File: src/logic/synth_pkg.sv
// Shared constants for the synthesizer serial latch link
package synth_pkg;
    localparam int WORD_W       = 24;
    localparam int SEL_W        = 2;
    localparam logic [1:0] SEL_CONTROL = 2'h0;
    localparam logic [1:0] SEL_RDIV    = 2'h1;
    localparam logic [1:0] SEL_NDIV    = 2'h2;
    localparam logic [1:0] SEL_TEST    = 2'h3;
    // Control word fields
    localparam int CTL_PRESC_LSB  = 22;
    localparam int CTL_PD_SECOND  = 21;
    localparam int CTL_PD_FIRST   = 20;
    localparam int CTL_CUR2_LSB   = 17;
    localparam int CTL_CUR1_LSB   = 14;
    localparam int CTL_LEVEL_LSB  = 12;
    localparam int CTL_MUTE       = 11;
    localparam int CTL_GAIN       = 10;
    localparam int CTL_TRISTATE   = 9;
    localparam int CTL_POLARITY   = 8;
    localparam int CTL_MON_LSB    = 5;
    localparam int CTL_CNT_RESET  = 4;
    localparam int CTL_CORE_LSB   = 2;
    // N divider word fields
    localparam int N_SRC_SEL      = 23;
    localparam int N_HALVING      = 22;
    localparam int N_GAIN         = 21;
    localparam int N_B_LSB        = 8;
    localparam int N_B_W          = 13;
    localparam int N_A_LSB        = 2;
    localparam int N_A_W          = 5;
    // R divider word fields
    localparam int R_BAND_LSB     = 20;
    localparam int R_TEST         = 19;
    localparam int R_LOCK_PREC    = 18;
    localparam int R_ABP_LSB      = 16;
    localparam int R_REF_LSB      = 2;
    localparam int R_REF_W        = 14;
    // Reset values
    localparam logic [23:0] WORD_RST  = 24'h000000;
    // Timing
    localparam int BAND_SEL_CYCLES   = 5;
    localparam int SYNC_PD_EDGES     = 2;
    localparam int CLK_PERIOD_NS     = 10;
    localparam int SETTLE_LONG_US    = 5000;
    localparam int SETTLE_SHORT_US   = 600;
    localparam int SETTLE_LONG_CYC   = SETTLE_LONG_US * 1000 / CLK_PERIOD_NS;
    localparam int SETTLE_SHORT_CYC  = SETTLE_SHORT_US * 1000 / CLK_PERIOD_NS;
    localparam int SER_HALF_NS       = 50;
    localparam int SER_HALF_CYC      = (SER_HALF_NS + CLK_PERIOD_NS - 1) / CLK_PERIOD_NS;
    localparam int SETTLE_W          = 20;
endpackage

File: src/logic/synth_link_if.sv
// Three-wire write link plus enable pin between host and synthesizer
`timescale 1ns/1ps
interface synth_link_if;
    logic serClk;
    logic serData;
    logic loadStrobe;
    logic chipEnable;
    modport host
    (
        output serClk,
        output serData,
        output loadStrobe,
        output chipEnable
    );
    modport device
    (
        input  serClk,
        input  serData,
        input  loadStrobe,
        input  chipEnable
    );
endinterface

File: src/logic/synth_device.sv
// Synthesizer digital end: serial latches, power-down and output control
// Summary of operation
// - Select bits 00 load control word on strobe
// - N word: source, halving, gain, B, A
// - R word: band clock, test, precision, backlash, ref
// - Host writes R, then control, then N
// - Host waits settle time before first N
// - Control write wakes device from inactive state
// - Unchanged N keeps band after power restore
// - Host N change while down restarts R, control, N order
// - Band select on N update; wake reruns it only if N was written while down
// - First bit only: immediate power-down
// - Both bits: down on second reference edge
// - Enable pin low disables device at once
// - Power-down forces counters, pump, lock, outputs
// - Serial register keeps working while down
// - Low/high current bits form settings one/two
// - Gain bit selects current setting two
// - Gain holds latest control or N write
// - Mute outputs until lock when enabled
// - Tristate bit forces pump high impedance
// - Polarity bit one means positive
// - Prescaler, monitor, level fields stored
// - Shift MSB first, copy on strobe rise
`timescale 1ns/1ps
module synth_device
    import synth_pkg::*;
(
    input  wire logic        sys_clk,
    input  wire logic        rstn,
    synth_link_if.device     link,
    input  wire logic        refDivTick,
    input  wire logic        lockRaw,
    output logic [23:0]      controlWordOut,
    output logic [23:0]      nWordOut,
    output logic [23:0]      rWordOut,
    output logic             poweredDown,
    output logic             countersLoad,
    output logic             pumpHiZ,
    output logic             lockDetectClear,
    output logic             rfEnable,
    output logic             refBufferEnable,
    output logic             bandSelectActive,
    output logic [2:0]       pumpCurrent,
    output logic             pumpGain,
    output logic             detectorPolarity
);
    import synth_pkg::*;

    // Pins cross in through two flops; third stage is only the edge history
    logic [4:0]  syncAFf;
    logic [4:0]  syncBFf;
    logic [4:0]  syncCFf;
    logic        clkRise;
    logic        loadRise;
    logic        dataIn;
    logic        ceIn;
    logic        lockIn;

    logic [23:0] shiftFf;
    logic [23:0] controlWordFf;
    logic [23:0] nWordFf;
    logic [23:0] rWordFf;
    logic        ctlWrite;
    logic        nWrite;

    logic        activeFf;
    logic        syncArmFf;
    logic        syncDownFf;
    logic [1:0]  syncEdgeFf;
    logic        asyncDown;
    logic        downNow;
    logic        downPrevFf;

    logic        gainFf;
    logic        bandPendFf;
    logic [2:0]  bandCntFf;

    logic        nxt_rfEnable;

    function automatic logic [1:0] latch_sel(input logic [23:0] w);
        latch_sel = w[1:0];
    endfunction

    always_ff @(posedge sys_clk or negedge rstn)
    begin
        if (!rstn)
        begin
            syncAFf <= 5'h00;
            syncBFf <= 5'h00;
            syncCFf <= 5'h00;
        end
        else
        begin
            syncAFf <= {lockRaw, link.chipEnable, link.loadStrobe,
                        link.serData, link.serClk};
            syncBFf <= syncAFf;
            syncCFf <= syncBFf;
        end
    end

    assign clkRise  = syncBFf[0] & ~syncCFf[0];
    assign dataIn   = syncBFf[1];
    assign loadRise = syncBFf[2] & ~syncCFf[2];
    assign ceIn     = syncBFf[3];
    assign lockIn   = syncBFf[4];

    // Shifting never looks at power state, so words land while down
    always_ff @(posedge sys_clk or negedge rstn)
    begin
        if (!rstn)
            shiftFf <= WORD_RST;
        else if (clkRise)
            shiftFf <= {shiftFf[22:0], dataIn};
    end

    assign ctlWrite = loadRise & (latch_sel(shiftFf) == SEL_CONTROL);
    assign nWrite   = loadRise & (latch_sel(shiftFf) == SEL_NDIV);

    // Test-mode words are swallowed: nothing downstream uses them
    always_ff @(posedge sys_clk or negedge rstn)
    begin
        if (!rstn)
        begin
            controlWordFf <= WORD_RST;
            nWordFf       <= WORD_RST;
            rWordFf       <= WORD_RST;
        end
        else
        begin
            if (ctlWrite)
                controlWordFf <= shiftFf;
            if (nWrite)
                nWordFf <= shiftFf;
            if (loadRise && latch_sel(shiftFf) == SEL_RDIV)
                rWordFf <= shiftFf;
        end
    end

    always_ff @(posedge sys_clk or negedge rstn)
    begin
        if (!rstn)
            activeFf <= 1'b0;
        else if (ctlWrite)
            activeFf <= 1'b1;
    end

    assign asyncDown = controlWordFf[CTL_PD_FIRST]
                     & ~controlWordFf[CTL_PD_SECOND];

    // Synchronous mode waits for reference edges so the pump is quiet
    always_ff @(posedge sys_clk or negedge rstn)
    begin
        if (!rstn)
        begin
            syncArmFf  <= 1'b0;
            syncDownFf <= 1'b0;
            syncEdgeFf <= 2'h0;
        end
        else if (ctlWrite)
        begin
            syncArmFf  <= shiftFf[CTL_PD_FIRST] & shiftFf[CTL_PD_SECOND];
            syncDownFf <= 1'b0;
            syncEdgeFf <= 2'h0;
        end
        else if (syncArmFf && refDivTick)
        begin
            if (syncEdgeFf == 2'(SYNC_PD_EDGES - 1))
            begin
                syncArmFf  <= 1'b0;
                syncDownFf <= 1'b1;
            end
            else
                syncEdgeFf <= syncEdgeFf + 2'h1;
        end
    end

    assign downNow = ~ceIn | ~activeFf | asyncDown | syncDownFf;

    always_ff @(posedge sys_clk or negedge rstn)
    begin
        if (!rstn)
            gainFf <= 1'b0;
        else if (ctlWrite)
            gainFf <= shiftFf[CTL_GAIN];
        else if (nWrite)
            gainFf <= shiftFf[N_GAIN];
    end

    // Band search reruns only for a new N; a plain wake keeps the band
    always_ff @(posedge sys_clk or negedge rstn)
    begin
        if (!rstn)
        begin
            bandPendFf <= 1'b0;
            bandCntFf  <= 3'h0;
            downPrevFf <= 1'b1;
        end
        else
        begin
            downPrevFf <= downNow;
            if (downNow)
            begin
                bandCntFf <= 3'h0;
                if (nWrite)
                    bandPendFf <= 1'b1;
            end
            else if (nWrite || (bandPendFf && downPrevFf))
            begin
                bandPendFf <= 1'b0;
                bandCntFf  <= 3'(BAND_SEL_CYCLES);
            end
            else if (bandCntFf != 3'h0 && refDivTick)
                bandCntFf <= bandCntFf - 3'h1;
        end
    end

    assign nxt_rfEnable = ~downNow & (bandCntFf == 3'h0)
                        & (~controlWordFf[CTL_MUTE] | lockIn);

    always_ff @(posedge sys_clk or negedge rstn)
    begin
        if (!rstn)
        begin
            poweredDown      <= 1'b1;
            countersLoad     <= 1'b1;
            pumpHiZ          <= 1'b1;
            lockDetectClear  <= 1'b1;
            rfEnable         <= 1'b0;
            refBufferEnable  <= 1'b0;
            bandSelectActive <= 1'b0;
            pumpCurrent      <= 3'h0;
            pumpGain         <= 1'b0;
            detectorPolarity <= 1'b0;
        end
        else
        begin
            poweredDown      <= downNow;
            countersLoad     <= downNow | controlWordFf[CTL_CNT_RESET];
            pumpHiZ          <= downNow | controlWordFf[CTL_TRISTATE];
            lockDetectClear  <= downNow;
            rfEnable         <= nxt_rfEnable;
            refBufferEnable  <= ~downNow;
            bandSelectActive <= ~downNow & (bandCntFf != 3'h0);
            pumpCurrent      <= gainFf ? controlWordFf[CTL_CUR2_LSB +: 3]
                                       : controlWordFf[CTL_CUR1_LSB +: 3];
            pumpGain         <= gainFf;
            detectorPolarity <= controlWordFf[CTL_POLARITY];
        end
    end

    assign controlWordOut = controlWordFf;
    assign nWordOut       = nWordFf;
    assign rWordOut       = rWordFf;
endmodule

File: src/flat_wrapper.sv
// flat-port wrapper written by rule: the top's interface ports become plain ports
module synth_device_flat import synth_pkg::*;
  (sys_clk, rstn, refDivTick, lockRaw, controlWordOut, nWordOut, rWordOut, poweredDown, countersLoad, pumpHiZ, lockDetectClear, rfEnable, refBufferEnable, bandSelectActive, pumpCurrent, pumpGain, detectorPolarity, link_serClk, link_serData, link_loadStrobe, link_chipEnable);
  synth_link_if link_i ();
  input  wire logic sys_clk;
  input  wire logic rstn;
  input  wire logic refDivTick;
  input  wire logic lockRaw;
  output logic [23:0] controlWordOut;
  output logic [23:0] nWordOut;
  output logic [23:0] rWordOut;
  output logic poweredDown;
  output logic countersLoad;
  output logic pumpHiZ;
  output logic lockDetectClear;
  output logic rfEnable;
  output logic refBufferEnable;
  output logic bandSelectActive;
  output logic [2:0] pumpCurrent;
  output logic pumpGain;
  output logic detectorPolarity;
  input wire logic [$bits(link_i.serClk)-1:0] link_serClk;
  input wire logic [$bits(link_i.serData)-1:0] link_serData;
  input wire logic [$bits(link_i.loadStrobe)-1:0] link_loadStrobe;
  input wire logic [$bits(link_i.chipEnable)-1:0] link_chipEnable;
  assign link_i.serClk = link_serClk;
  assign link_i.serData = link_serData;
  assign link_i.loadStrobe = link_loadStrobe;
  assign link_i.chipEnable = link_chipEnable;
  synth_device u_core (.sys_clk(sys_clk), .rstn(rstn), .link(link_i), .refDivTick(refDivTick), .lockRaw(lockRaw), .controlWordOut(controlWordOut), .nWordOut(nWordOut), .rWordOut(rWordOut), .poweredDown(poweredDown), .countersLoad(countersLoad), .pumpHiZ(pumpHiZ), .lockDetectClear(lockDetectClear), .rfEnable(rfEnable), .refBufferEnable(refBufferEnable), .bandSelectActive(bandSelectActive), .pumpCurrent(pumpCurrent), .pumpGain(pumpGain), .detectorPolarity(detectorPolarity));
endmodule
File: config.mk
export PLATFORM = sky130hd
export DESIGN_NAME = synth_device_flat
export DESIGN_NICKNAME = d
export VERILOG_FILES = /design/src/logic/synth_pkg.sv /design/src/logic/synth_link_if.sv /design/src/logic/synth_device.sv /design/src/flat_wrapper.sv
export SDC_FILE = /design/constraint.sdc
export NUM_CORES = 1
export LEC_CHECK = 0
export ABC_AREA = 1
export BUFFER_PORTS_ARGS = -buffer_cell sky130_fd_sc_hd__buf_2
export CAP_MARGIN = 15
export CORE_MARGIN = 3
export CORE_UTILIZATION = 59
export CTS_BUF_LIST = sky130_fd_sc_hd__clkbuf_16
export DETAILED_ROUTE_END_ITERATION = 10
export PLACE_DENSITY = 0.84
export SETUP_SLACK_MARGIN = 0.2
export SLEW_MARGIN = 20
export SYNTH_ARGS = -nofsm -noshare
export SYNTH_HDL_FRONTEND = slang
export SYNTH_SLANG_ARGS = --single-unit
File: constraint.sdc
create_clock -name sys_clk -period 2.25 [get_ports sys_clk]
set_clock_uncertainty 0.2 [all_clocks]
set_input_delay 0.3375 -clock sys_clk [delete_from_list [all_inputs] [get_ports sys_clk]]
set_output_delay 0.3375 -clock sys_clk [all_outputs]
set_load 0.1 [all_outputs]
After elaboration in Yosys (flattened, before gate mapping)
Cells that the tools add are included.
Widths: inputs -> output; s select.
- register bits after elaboration: 130
- input bits: 8
- output and inout port bits: 84
- $add $sub $neg: 2
- eq/ne operators: 5
- multiplexer cells: 18
- bitwise gates (word level): 22
- reductions and logical operators: 16
- operators by type and width (cell ; number):
    $mux 3 ; 4
    $mux 1 ; 11
    $and 1x1->1 ; 9
    $reduce_bool 2->1 ; 4
    $not 1->1 ; 7
    $mux 2 ; 3
    $or 1x1->1 ; 6
    $reduce_and 2->1 ; 3
    $reduce_bool 3->1 ; 2
    $eq 2x1->1 const B ; 2
    $logic_and 1x1->1 ; 4
    $ne 2x1->1 const B ; 2
    $logic_not 3->1 ; 1
    $sub 3x1->3 const B ; 1
    $add 2x1->2 const B ; 1
    $eq 2x2->1 const B ; 1
    $logic_not 2->1 ; 1
    $logic_or 1x1->1 ; 1

Longest topological paths before layout
Gate-level depths: netlist (run 1).
- word-level depth: 7
- depth in mapped cells: 8
- depth with buffers taken out: 8

Least setup slack after synthesis (run 1)
No wires, ideal clock.
- path kind: reg-to-reg
- from: register u_core.controlWordFf[20] (netlist: u_core.controlWordOut[20])
- to: register u_core.bandCntFf[1]
- setup time: 0.114 ns
- arrival time: 1.509 ns
- setup slack: 0.426 ns
- cell stages (with the launch flop): 6
- buffers on the path: 0
- path through: dfrtp_1 > inv_1 > o21ai_2 > inv_1 > nand2_1 > nor2_1
- word-level cells in the longest chain between the ends: 4
- elaborated cells on any way between the ends: 5
- those cells by class: mux: 1; bitwise: 3; reduce/logical: 1
- ends and longest elaborated chain (what ; RTL line ; source):
    from (decl) ; synth_device.sv:61 ; logic [23:0] controlWordFf;
    from (signal assigned) ; synth_device.sv:132 ; controlWordFf <= shiftFf;
    $and 1x1->1 (*) ; synth_device.sv:149 ; & ~controlWordFf[CTL_PD_SECOND];
    $or 1x1->1 (*) (2 in series) ; synth_device.sv:178 ; assign downNow = ~ceIn | ~activeFf | asyncDown | syncDownFf;
    net u_core.downNow ; synth_device.sv:72 ; logic downNow;
    $reduce_bool 3->1 (no line) / $mux 3 (equally long branches) ; - ;
    to (signal assigned) ; synth_device.sv:211 ; bandCntFf <= 3'(BAND_SEL_CYCLES);
    to (signal assigned) ; synth_device.sv:214 ; bandCntFf <= bandCntFf - 3'h1;
    to (decl) ; synth_device.sv:77 ; logic [2:0] bandCntFf;
The timed path passes the listed nets; every way through them passes the cells marked *.
A chain may end at the register's enable or synchronous reset.

==> summary.md, run 1 <==
| Metric | Value |
|---|---|
| Status | finished, final reports clean |
| Final Power | 8413 uW |
| F_max | 0.5259 GHz |
| Share of power burned in registers | 33.9% |
| Setup crit start | u_core.downPrevFf |
| Post-synth EDFFs | 0 |
| Synth Warn # | 0 |
| Synth async-reset ratio | 100.0% |
| Share of layout cells above drive strength 1 | 33.93% |
| Critical path peak fanout | 3 |
| Clk buf depth | 2 |
| Die area | 0.009556 sq mm |
| Final Max Slew Viols | 0 |
| WHS | 0.1253 ns |
| Ant diodes | 0 |
| Largest net degree at the start of global routing | 54 |
| RePlAce Congestion | 0.7593 |
| Drt wl/cell | 16.31 microns |
| First-pass DRT Iterations | 4 |
| Sw frac | 40.20% |
| Global-route wire length before repair | 18.24 mm |
| Final ANT Viol Nets | 0 |
| Vias per inst | 5.275 |
| Count of boundary I/O pins | 92 |
| Syn_area_per_cell | 11.14 sq um |
| Number of synthesized register bits | 129 |
| TritonCTS clock tree | yes |
| MaxCap Viol Count | 0 |
| Row count | 32 |
| Worst hold start | refDivTick |
| DRT iter0 DRCs | 196 |
| Fill count | 495 |
| Vias | 3492 |
| Critical Path End Type | output port |
| H-Tree Depth | 4 |
| Initial Util | 62.66% |
| Fin util | 77.49% |
| Critical Path Stages | 1 |
| Synth Cell Area | 0.004967 sq mm |
| Drt total wl | 10.79 mm |
| Reg2reg start | u_core.syncBFf[2] |
| Net count, final | 558 |
| Chip height | 97.76 microns |
| Worst-path cell chain | buf_2 |
| Critical path arrival | 1.36 ns |
| Final min period | 1.902 ns |
| Hold path depth | 4 |
| Setup TNS | 0 ns |
| Post-Layout Cell Count | 662 |
| CTS root buf | clkbuf_16 |
| Placed Cells incl. Taps | 624 |
| Setup violators final | 0 |
| CP bufs+invs | 1 |
| Final Hold Viols | 0 |
| RSZ-0062 raised after global routing | no |
| Psw | 3382 uW |
| Core area | 0.007928 sq mm |
| Num CTS Buffers | 17 |
| Post-Syn Instances | 446 |
| Worst-Margin Slew | 0.6846 ns |
| Residual DRC | 0 |
| IO buf count | 91 |
| PD cells | 1369 mW/mm^2 |
| R2R cell count | 5 |
| Vias in the first global route | 3758 |
| CP delay by family, top | flip-flops |
| Slowest stage cell, crit path | dfstp_2 |
| WS Path Type | reg2out |
| Layout Area Growth over Synthesis | 23.68% |
| CTS sink cnt | 129 |
| Clock power frac | 35.1% |
| Final Cycle Share | 84.51% |
| Worst-Skew Late Latency | 0.41 ns |
| Hold WC Path Type | in2reg |
| DP HPWL | 6.399 mm |
| CP max stage delay | 0.54 ns |
| CP Data Required Time | 1.71 ns |
| Die width | 97.76 microns |
| Maximum VDD drop | 1160 uV |
| Combinational Power Share | 31.0% |
| Worst slew margin relative to its limit | 54.25% |
| Sequential share of the synthesized area | 65.06% |
| Count of cell types in the netlist | 31 |
| Syn_nets | 457 |
| Gr ovfl total | 0 |
| Clk pin slew, worst setup/hold paths | 0.06 ns |
| Internal power | 5031 uW |
| Global-route usage over all layers | 24.13% |
| Startpoint Class | flop |
| Initial antenna violation count | 0 |
| Top FF cell, synth | dfrtp_1 |
| Leak Pwr | 0.003182 uW |
==> power by group through the flow <==
stage	registers, uW	logic [uW]	clock network, uW
2_1_floorplan	4370	631	0
4_1_cts	2850	2630	2980
5_1_grt	2880	2740	3110
3_5_place_dp	2870	2580	0
3_3_place_gp	2860	2520	0
6_report	2850	2610	2950
==> layout make-up <==
class	count	area, sq um	area share (%)
Inverter	50	195.2	3.177
Tap cell	102	127.6	2.077
Timing Repair Buffer	101	585.6	9.532
Clock inverter	15	215.2	3.503
Clock buffer	17	425.4	6.925
Sequential cell	129	3232	52.61
Multi-Input combinational cell	248	1363	22.18
==> Yosys cell counts (2+ instances only) <==
master    instances  share of area (%)
dfrtp_1         126                 63
nand2_1         110                8.3
inv_1            48                3.6
o21ai_2          45                7.9
o21ai_0          40                4.0
nor2_1           13               0.98
buf_6            10                2.3
o21ai_1          10                1.0
a21oi_1           5               0.50
nand3_1           4               0.40
buf_2             3               0.30
buf_4             3               0.45
dfstp_2           3                1.6
ha_1              3               0.76
mux2_2            3               0.68
or2_2             3               0.38
clkbuf_1          2               0.15
nand2_2           2               0.25
==> repair_timing <==
| action | 4_1_cts | 5_1_grt |
|---|---|---|
| gates resized for setup | 0 | 0 |
| endpoints found under the hold margin | 32 | 0 |
| hold buffers | 6 | 0 |
| buffers inserted | 0 | 0 |
==> final timing paths <==
kind / end / slack [ns]
max in group asynchronous: u_core.countersLoad / 0.99
hold / removal: u_core.bandCntFf[0] / 0.13
min in group asynchronous: u_core.nWordOut[0] / 0.21
hold reg to reg: u_core.syncBFf[3] / 0.15
setup reg to reg: u_core.rWordOut[9] / 0.39
setup / recovery: poweredDown / 0.35
==> cell usage in the layout, fill, tap and decap left out, types with 4 or more instances in the layout <==
cell and instances:
dfrtp_1 126, nand2_1 110, buf_2 90, inv_1 48, o21ai_2 45, o21ai_0 40
clkbuf_16 17, nor2_1 13, o21ai_1 10, dlygate4sd3_1 6, a21oi_1 5, bufinv_16 5
nand3_1 4
==> state kept, by name (all words and copies together) (netlist names) <==
register and cells:
u_core.bandSelectActive 1, u_core.pumpGain 1, u_core.countersLoad 1, u_core.bandPendFf 1
u_core.pumpCurrent 3, u_core.detectorPolarity 1, u_core.syncArmFf 1, u_core.syncEdgeFf 2
u_core.pumpHiZ 1, u_core.nWordOut 24, u_core.rWordOut 24, u_core.syncAFf 5
u_core.gainFf 1, u_core.refBufferEnable 1, u_core.bandCntFf 3, u_core.syncBFf 5
u_core.syncDownFf 1, u_core.rfEnable 1, u_core.activeFf 1, u_core.syncCFf 2
u_core.downPrevFf 1, u_core.controlWordOut 24, u_core.shiftFf 24
==> stage by stage <==
stage                     instance area [sq um]  setup WS [ns]
after detailed placement                   5443         0.4302
final                                      6143         0.3485
after global routing                       6143         0.2722
after floorplan                            4967         0.4264
after CTS                                  6143         0.3384
after global placement                     5443         0.4913
==> kinds of logic (layout without fill, tap and decap cells) <==
group,Yosys count,count (layout),share of synthesized area (%)
flops,129,129,65.06
simple gates,141,141,12.27
mux,3,3,0.6801
fa+ha+maj,3,3,0.7557
buf+inv,69,183,7.506
compound gates,101,101,13.73
==> routing by layer <==
metal	share of wire (%)	GRT usage (%)	vias to the layer above	wire length, microns
met5	0	0	-	0
met4	2.2	9.798	0	242
met3	5.8	7.571	25	628
met2	51	40.43	105	5507
met1	41	29.24	1744	4415
li1	-	-	1618	-
Note: power is estimated with default switching activity, not from simulation.
==> run 2: changes to the inputs <==
--- a/config.mk
+++ b/config.mk
@@ -5,14 +5,14 @@
 export SDC_FILE = /design/constraint.sdc
 export NUM_CORES = 1
 export LEC_CHECK = 0
-export ABC_AREA = 1
+export ABC_AREA = 0
 export BUFFER_PORTS_ARGS = -buffer_cell sky130_fd_sc_hd__buf_2
 export CAP_MARGIN = 15
 export CORE_MARGIN = 3
-export CORE_UTILIZATION = 59
+export CORE_UTILIZATION = 55
 export CTS_BUF_LIST = sky130_fd_sc_hd__clkbuf_16
 export DETAILED_ROUTE_END_ITERATION = 10
-export PLACE_DENSITY = 0.84
+export PLACE_DENSITY = 0.79
 export SETUP_SLACK_MARGIN = 0.2
 export SLEW_MARGIN = 20
 export SYNTH_ARGS = -nofsm -noshare
==> constraint.sdc (replaced) <==
create_clock -name sys_clk -period 1.84 [get_ports sys_clk]
set_clock_uncertainty 0.2 [all_clocks]
set_input_delay 0.276 -clock sys_clk [delete_from_list [all_inputs] [get_ports sys_clk]]
set_output_delay 0.276 -clock sys_clk [all_outputs]
set_load 0.1 [all_outputs]
==> summary.md, run 2 <==
| Metric | Value |
|---|---|
| CTS root buf | clkbuf_16 |
| Area of the multi-input gates | 0.001555 sq mm |
| Yosys top cell area share | 65.13% |
| Final Instance Area | 0.006611 sq mm |
| Residual DRC | 0 |
| Final ANT Viol Nets | 0 |
| Final Power | 12570 uW |
| Vias per inst | 5.306 |
| F_max | 0.5813 GHz |
| FF-to-FF End | u_core.controlWordOut[13] |
| Most common cell after layout, fill and taps aside | dfrtp_1 |
| Clk buf depth | 2 |
| Core area | 0.008382 sq mm |
| PnR worst setup slack | 0.1198 ns |
| Worst-Skew Late Latency | 0.40 ns |
| Synth Warn # | 0 |
| IO buf count | 91 |
| Critical path peak fanout | 24 |
| Vias in the first global route | 2998 |
| Gr ovfl total | 0 |
| Initial antenna violation count | 0 |
| H-Tree Depth | 4 |
| Top cells by count, synth | dfrtp_1, mux2_2, mux2_4, mux2_1, nor2b_1 |
| Hold WC Path Type | in2reg |
| Worst-Margin Slew | 0.4904 ns |
| Sequential share of the synthesized area | 66.76% |
| Num CTS Buffers | 17 |
| Setup TNS | 0 ns |
| Layout Area Growth over Synthesis | 36.57% |
| Drt wl/cell | 18.71 microns |
| Leak Pwr | 0.003275 uW |
| Register area | 0.003243 sq mm |
| Maximum VDD drop | 1766 uV |
| MaxCap Viol Count | 0 |
| Ant diodes | 0 |
| Area post-placement | 0.005527 sq mm |
| Setup violators final | 0 |
| Final Hold Viols | 0 |
| Count of boundary I/O pins | 92 |
| Worst slew margin relative to its limit | 67.53% |
| DP HPWL | 5.725 mm |
| Share of layout cells above drive strength 1 | 58.02% |
| Count of cell types in the netlist | 32 |
| Post-Syn Instances | 290 |
| Clk pin slew, worst setup/hold paths | 0.06 ns |
| CTS sink cnt | 129 |
| Fill count | 448 |
| RSZ-0062 raised after global routing | yes |
| First-pass DRT Iterations | 4 |
| Row count | 33 |
| Startpoint Class | flop |
| Synth Cell Area | 0.004841 sq mm |
| Final min period | 1.720 ns |
| Global-route wire length before repair | 15.99 mm |
| Net count, final | 422 |
| DRT iter0 DRCs | 108 |
| Syn_area_per_cell | 16.69 sq um |
| Top FF cell, synth | dfrtp_1 |
| Initial Util | 57.75% |
| Commonest non-fill, non-tap cells in the layout | dfrtp_1, buf_4, mux2_2, mux2_4, clkbuf_16 |
| Die width | 99.82 microns |
| Ranking of synthesized cells by area | dfrtp_1, mux2_2, mux2_4 |
| Worst Hold Path EP | u_core.bandCntFf[0] |
| Reg2Reg Setup Slack | 0.12 ns |
| Critical path arrival | 1.80 ns |
| Hold path depth | 3 |
| Chip height | 99.82 microns |
| RePlAce Congestion | 0.7606 |
| Post-synth EDFFs | 0 |
| WS Path Type | reg2reg |
| PD cells | 1901 mW/mm^2 |
| Drt total wl | 9.896 mm |
| Global-route usage over all layers | 21.10% |
| Vias | 2807 |
| Syn_nets | 301 |
| Number of synthesized register bits | 129 |
| Synth async-reset ratio | 100.0% |
| Critical Path End Type | flop |
| Status | finished, final reports clean |
| Final Cycle Share | 93.49% |
| Most frequent cell after synthesis | dfrtp_1 |
| Yosys top cell by area | dfrtp_1 |
| Die area | 0.009963 sq mm |
| R2R cell count | 3 |
| WHS | 0.04008 ns |
| CP Data Required Time | 1.92 ns |
| Final Max Slew Viols | 0 |
| TritonCTS clock tree | yes |
| Worst hold start | refDivTick |
| Largest net degree at the start of global routing | 47 |
| Reg2reg start | u_core.syncCFf[2] |
| Placement Setup Slack | 0.1362 ns |
## run 2: cell type report
cell class / instances / share of cell area [%]
Multi-Input combinational cell: 143 / 23.52
Tap cell: 105 / 1.987
Timing Repair Buffer: 116 / 16.26
Clock buffer: 17 / 6.435
Clock inverter: 15 / 2.517
Sequential cell: 129 / 49.05
Inverter: 4 / 0.2271
## run 2: worst max-delay path, cell delays in order, from the launching register on
cell and delay [ns]:
dfrtp_1 0.44, nor4b_4 0.37, buf_12 0.23, mux2_2 0.36
## run 2: worst max-delay path by stage
stage / from / end / slack (ns) / cells past startpoint
6_report: u_core.syncCFf[2] / u_core.controlWordOut[13] / 0.12 / 3
5_1_grt: u_core.syncCFf[2] / u_core.controlWordOut[23] / 0.1 / 3
4_1_cts: u_core.downPrevFf / poweredDown / 0.11 / 1
3_5_place_dp: u_core.syncCFf[2] / u_core.controlWordOut[4] / 0.14 / 3
3_3_place_gp: u_core.shiftFf[1] / u_core.rWordOut[20] / 0.19 / 3
2_1_floorplan: u_core.shiftFf[1] / u_core.rWordOut[10] / 0.21 / 4
## run 2: logic make-up after synthesis
kind of cell | Yosys count | synth area share [%]
muxes | 95 | 24.22
adders and majority gates | 3 | 0.7755
DFF | 129 | 66.76
and+or+nand+nor | 34 | 4.471
AOI/OAI and AO/OA | 10 | 1.267
xor gates and xnor gates | 1 | 0.1810
buffers and inverters | 18 | 2.326
## run 2: timing repair
item,CTS,global route
gates resized for setup,100,10
cloned,2,1
pin swaps,2,0
setup buffers,4,1
hold endpoints to repair,115,0
hold buffers,6,0
setup endpoints to repair,143,80
## run 2: power breakdown
group	internal, uW	switching [uW]	total (uW)
combinational	1340	3850	5190
clock	2120	1200	3320
sequential	3510	550	4060
## run 2: routing by layer
metal / routed length (microns) / track usage, % / part of all wire [%] / vias up
li1: - / - / - / 1256
met1: 4211 / 27.17 / 43 / 1460
met2: 5057 / 34.79 / 51 / 82
met3: 541 / 6.741 / 5.5 / 9
met4: 87 / 5.672 / 0.88 / 0
met5: 0 / 0 / 0 / -
## run 2: through the flow
stage / utilization (%) / std cells
global route: 78.88 / 529
finish: 78.88 / 529
detailed placement: 65.94 / 483
floorplan: - / 290
global placement: 65.94 / 483
CTS: 78.12 / 527
==> run 3: changes to the inputs <==
--- a/config.mk
+++ b/config.mk
@@ -6,7 +6,7 @@
 export NUM_CORES = 1
 export LEC_CHECK = 0
 export ABC_AREA = 0
-export BUFFER_PORTS_ARGS = -buffer_cell sky130_fd_sc_hd__buf_2
+export BUFFER_PORTS_ARGS = -buffer_cell sky130_fd_sc_hd__clkbuf_2
 export CAP_MARGIN = 15
 export CORE_MARGIN = 3
 export CORE_UTILIZATION = 55
==> summary.md, run 3 (same netlist as run 2, synthesis figures left out) <==
| Metric | Value |
|---|---|
| Status | finished, final reports clean |
| H-Tree Depth | 4 |
| F_max | 0.5823 GHz |
| Register area | 0.003243 sq mm |
| Share of power burned in registers | 31.8% |
| Chip height | 99.82 microns |
| Slowest stage cell, crit path | dfrtp_2 |
| PnR worst setup slack | 0.1227 ns |
| Psw | 5638 uW |
| Gr ovfl total | 0 |
| Fin util | 80.53% |
| Final Max Slew Viols | 0 |
| Core area | 0.008382 sq mm |
| Count of boundary I/O pins | 92 |
| Sw frac | 43.70% |
| Die area | 0.009963 sq mm |
| Clock power frac | 27.4% |
| Die width | 99.82 microns |
| Final min period | 1.717 ns |
| Row count | 33 |
| IO buf count | 91 |
| RePlAce Congestion | 0.7593 |
| Drt total wl | 10.55 mm |
| CTS sink cnt | 129 |
| CP max stage delay | 0.45 ns |
| Vias per inst | 5.294 |
| Critical path peak fanout | 7 |
| PD cells | 1911 mW/mm^2 |
| Net count, final | 427 |
| Worst hold start | refDivTick |
| Clk buf depth | 2 |
| Clk pin slew, worst setup/hold paths | 0.05 ns |
| Initial Util | 57.75% |
| Global-route wire length before repair | 16.38 mm |
| Worst Hold Path EP | u_core.syncDownFf |
| Final Hold Viols | 0 |
| CP bufs+invs | 2 |
| Critical Path End Type | flop |
| Worst-Skew Late Latency | 0.41 ns |
| Reg2reg start | u_core.shiftFf[1] |
| First-pass DRT Iterations | 4 |
| Commonest non-fill, non-tap cells in the layout | dfrtp_1, clkbuf_4, mux2_4, mux2_2 |
| Final Power | 12900 uW |
| DRT iter0 DRCs | 110 |
| Global-route usage over all layers | 21.87% |
| Largest net degree at the start of global routing | 51 |
| Hold WC Path Type | in2reg |
| FF-to-FF End | u_core.controlWordOut[8] |
| Worst slew margin relative to its limit | 73.44% |
| Layout Area Growth over Synthesis | 39.44% |
| Worst-Margin Slew | 0.3984 ns |
| MaxCap Viol Count | 0 |
| Combinational Power Share | 40.8% |
| Placement Setup Slack | 0.09894 ns |
| Drt wl/cell | 19.86 microns |
| Residual DRC | 0 |
| Maximum VDD drop | 1723 uV |
| Worst-path cell chain | nor4b_4 -> buf_4 -> buf_12 -> mux2_4 |
| Initial antenna violation count | 0 |
| Fill count | 433 |
| Num CTS Buffers | 17 |
| RSZ-0062 raised after global routing | yes |
| Reg2Reg Setup Slack | 0.12 ns |
| Hold path depth | 3 |
| Area of the multi-input gates | 0.001605 sq mm |
| Internal power | 7264 uW |
| Vias in the first global route | 3069 |
| Final Cycle Share | 93.33% |
| CP Data Required Time | 1.93 ns |
| Leak Pwr | 0.003332 uW |
| Critical path arrival | 1.80 ns |
| R2R cell count | 4 |
| Startpoint Class | flop |
| Ant diodes | 0 |
| Vias | 2811 |
| TritonCTS clock tree | yes |
| Final ANT Viol Nets | 0 |
| Most common cell after layout, fill and taps aside | dfrtp_1 |
| CP delay by family, top | flip-flops |
| DP HPWL | 5.869 mm |
| Setup violators final | 0 |
| Setup TNS | 0 ns |
| WS Path Type | reg2reg |
| CTS root buf | clkbuf_16 |
| Share of layout cells above drive strength 1 | 57.75% |
run 3: cell count changes in the layout (fill, tap and decap cells not counted), moves of 3 or more:
cell	change
buf_4	-60
buf_2	-8
clkbuf_2	+6
clkbuf_4	+64
mux2_4	+9
mux2_1	+3
mux2_2	-12
run 3: layout make-up:
type | instances | share of cell area, %
clock inverter | 12 | 2.836
tap | 105 | 1.946
clock buffer | 17 | 6.302
inverter | 4 | 0.2224
sequential | 129 | 48.04
multi-input combinational | 143 | 23.78
timing repair buffer | 121 | 16.87
run 3: power groups by stage:
stage          clock [uW]  sequential (uW)  combinational (uW)
4_1_cts              3570             4070                5170
5_1_grt              3710             4190                5430
6_report             3540             4100                5270
3_5_place_dp            0             4080                4830
2_1_floorplan           0             7080                 948
3_3_place_gp            0             4050                4770
run 3: per-stage QoR:
stage               instance area [sq um]  std cells  hold WS, ns
floorplan                            4850        290      -0.2196
global route                         6750        531      0.09367
detailed placement                   5512        482      0.01253
global placement                     5512        482      0.01481
finish                               6750        531      0.06489
CTS                                  6611        523      0.06054
run 3: how the worst max path moves through the flow:
| stage | startpoint | end | slack [ns] | cells past startpoint |
|---|---|---|---|---|
| 2_1_floorplan | u_core.shiftFf[1] | u_core.rWordOut[10] | 0.21 | 4 |
| 3_3_place_gp | u_core.shiftFf[0] | u_core.bandCntFf[1] | 0.15 | 4 |
| 3_5_place_dp | u_core.shiftFf[0] | u_core.bandCntFf[1] | 0.1 | 4 |
| 4_1_cts | u_core.countersLoad | countersLoad | 0.12 | 1 |
| 5_1_grt | u_core.shiftFf[1] | u_core.controlWordOut[8] | 0.07 | 4 |
| 6_report | u_core.shiftFf[1] | u_core.controlWordOut[8] | 0.12 | 4 |
run 3: metal layers:
metal  vias to the layer above  share of wire (%)  global-route usage (%)
met5                         -                  0                       0
met2                        80                 53                   36.02
met3                        12                5.1                   7.019
met4                         0                1.0                   7.248
li1                       1257                  -                       -
met1                      1462                 41                   27.58
run 3: worst reg2reg max path, stage by stage (launching register included):
cell and delay [ns]:
dfrtp_2 0.45, nor4b_4 0.30, buf_4 0.20, buf_12 0.14
mux2_4 0.31
run 3: repair_timing:
action,4_1_cts,5_1_grt
endpoints found under the setup margin,140,82
setup buffers,3,7
gates cloned,3,1
gates resized for setup,112,26
hold endpoints to repair,131,0
hold buffers,6,0
pin swaps,2,1
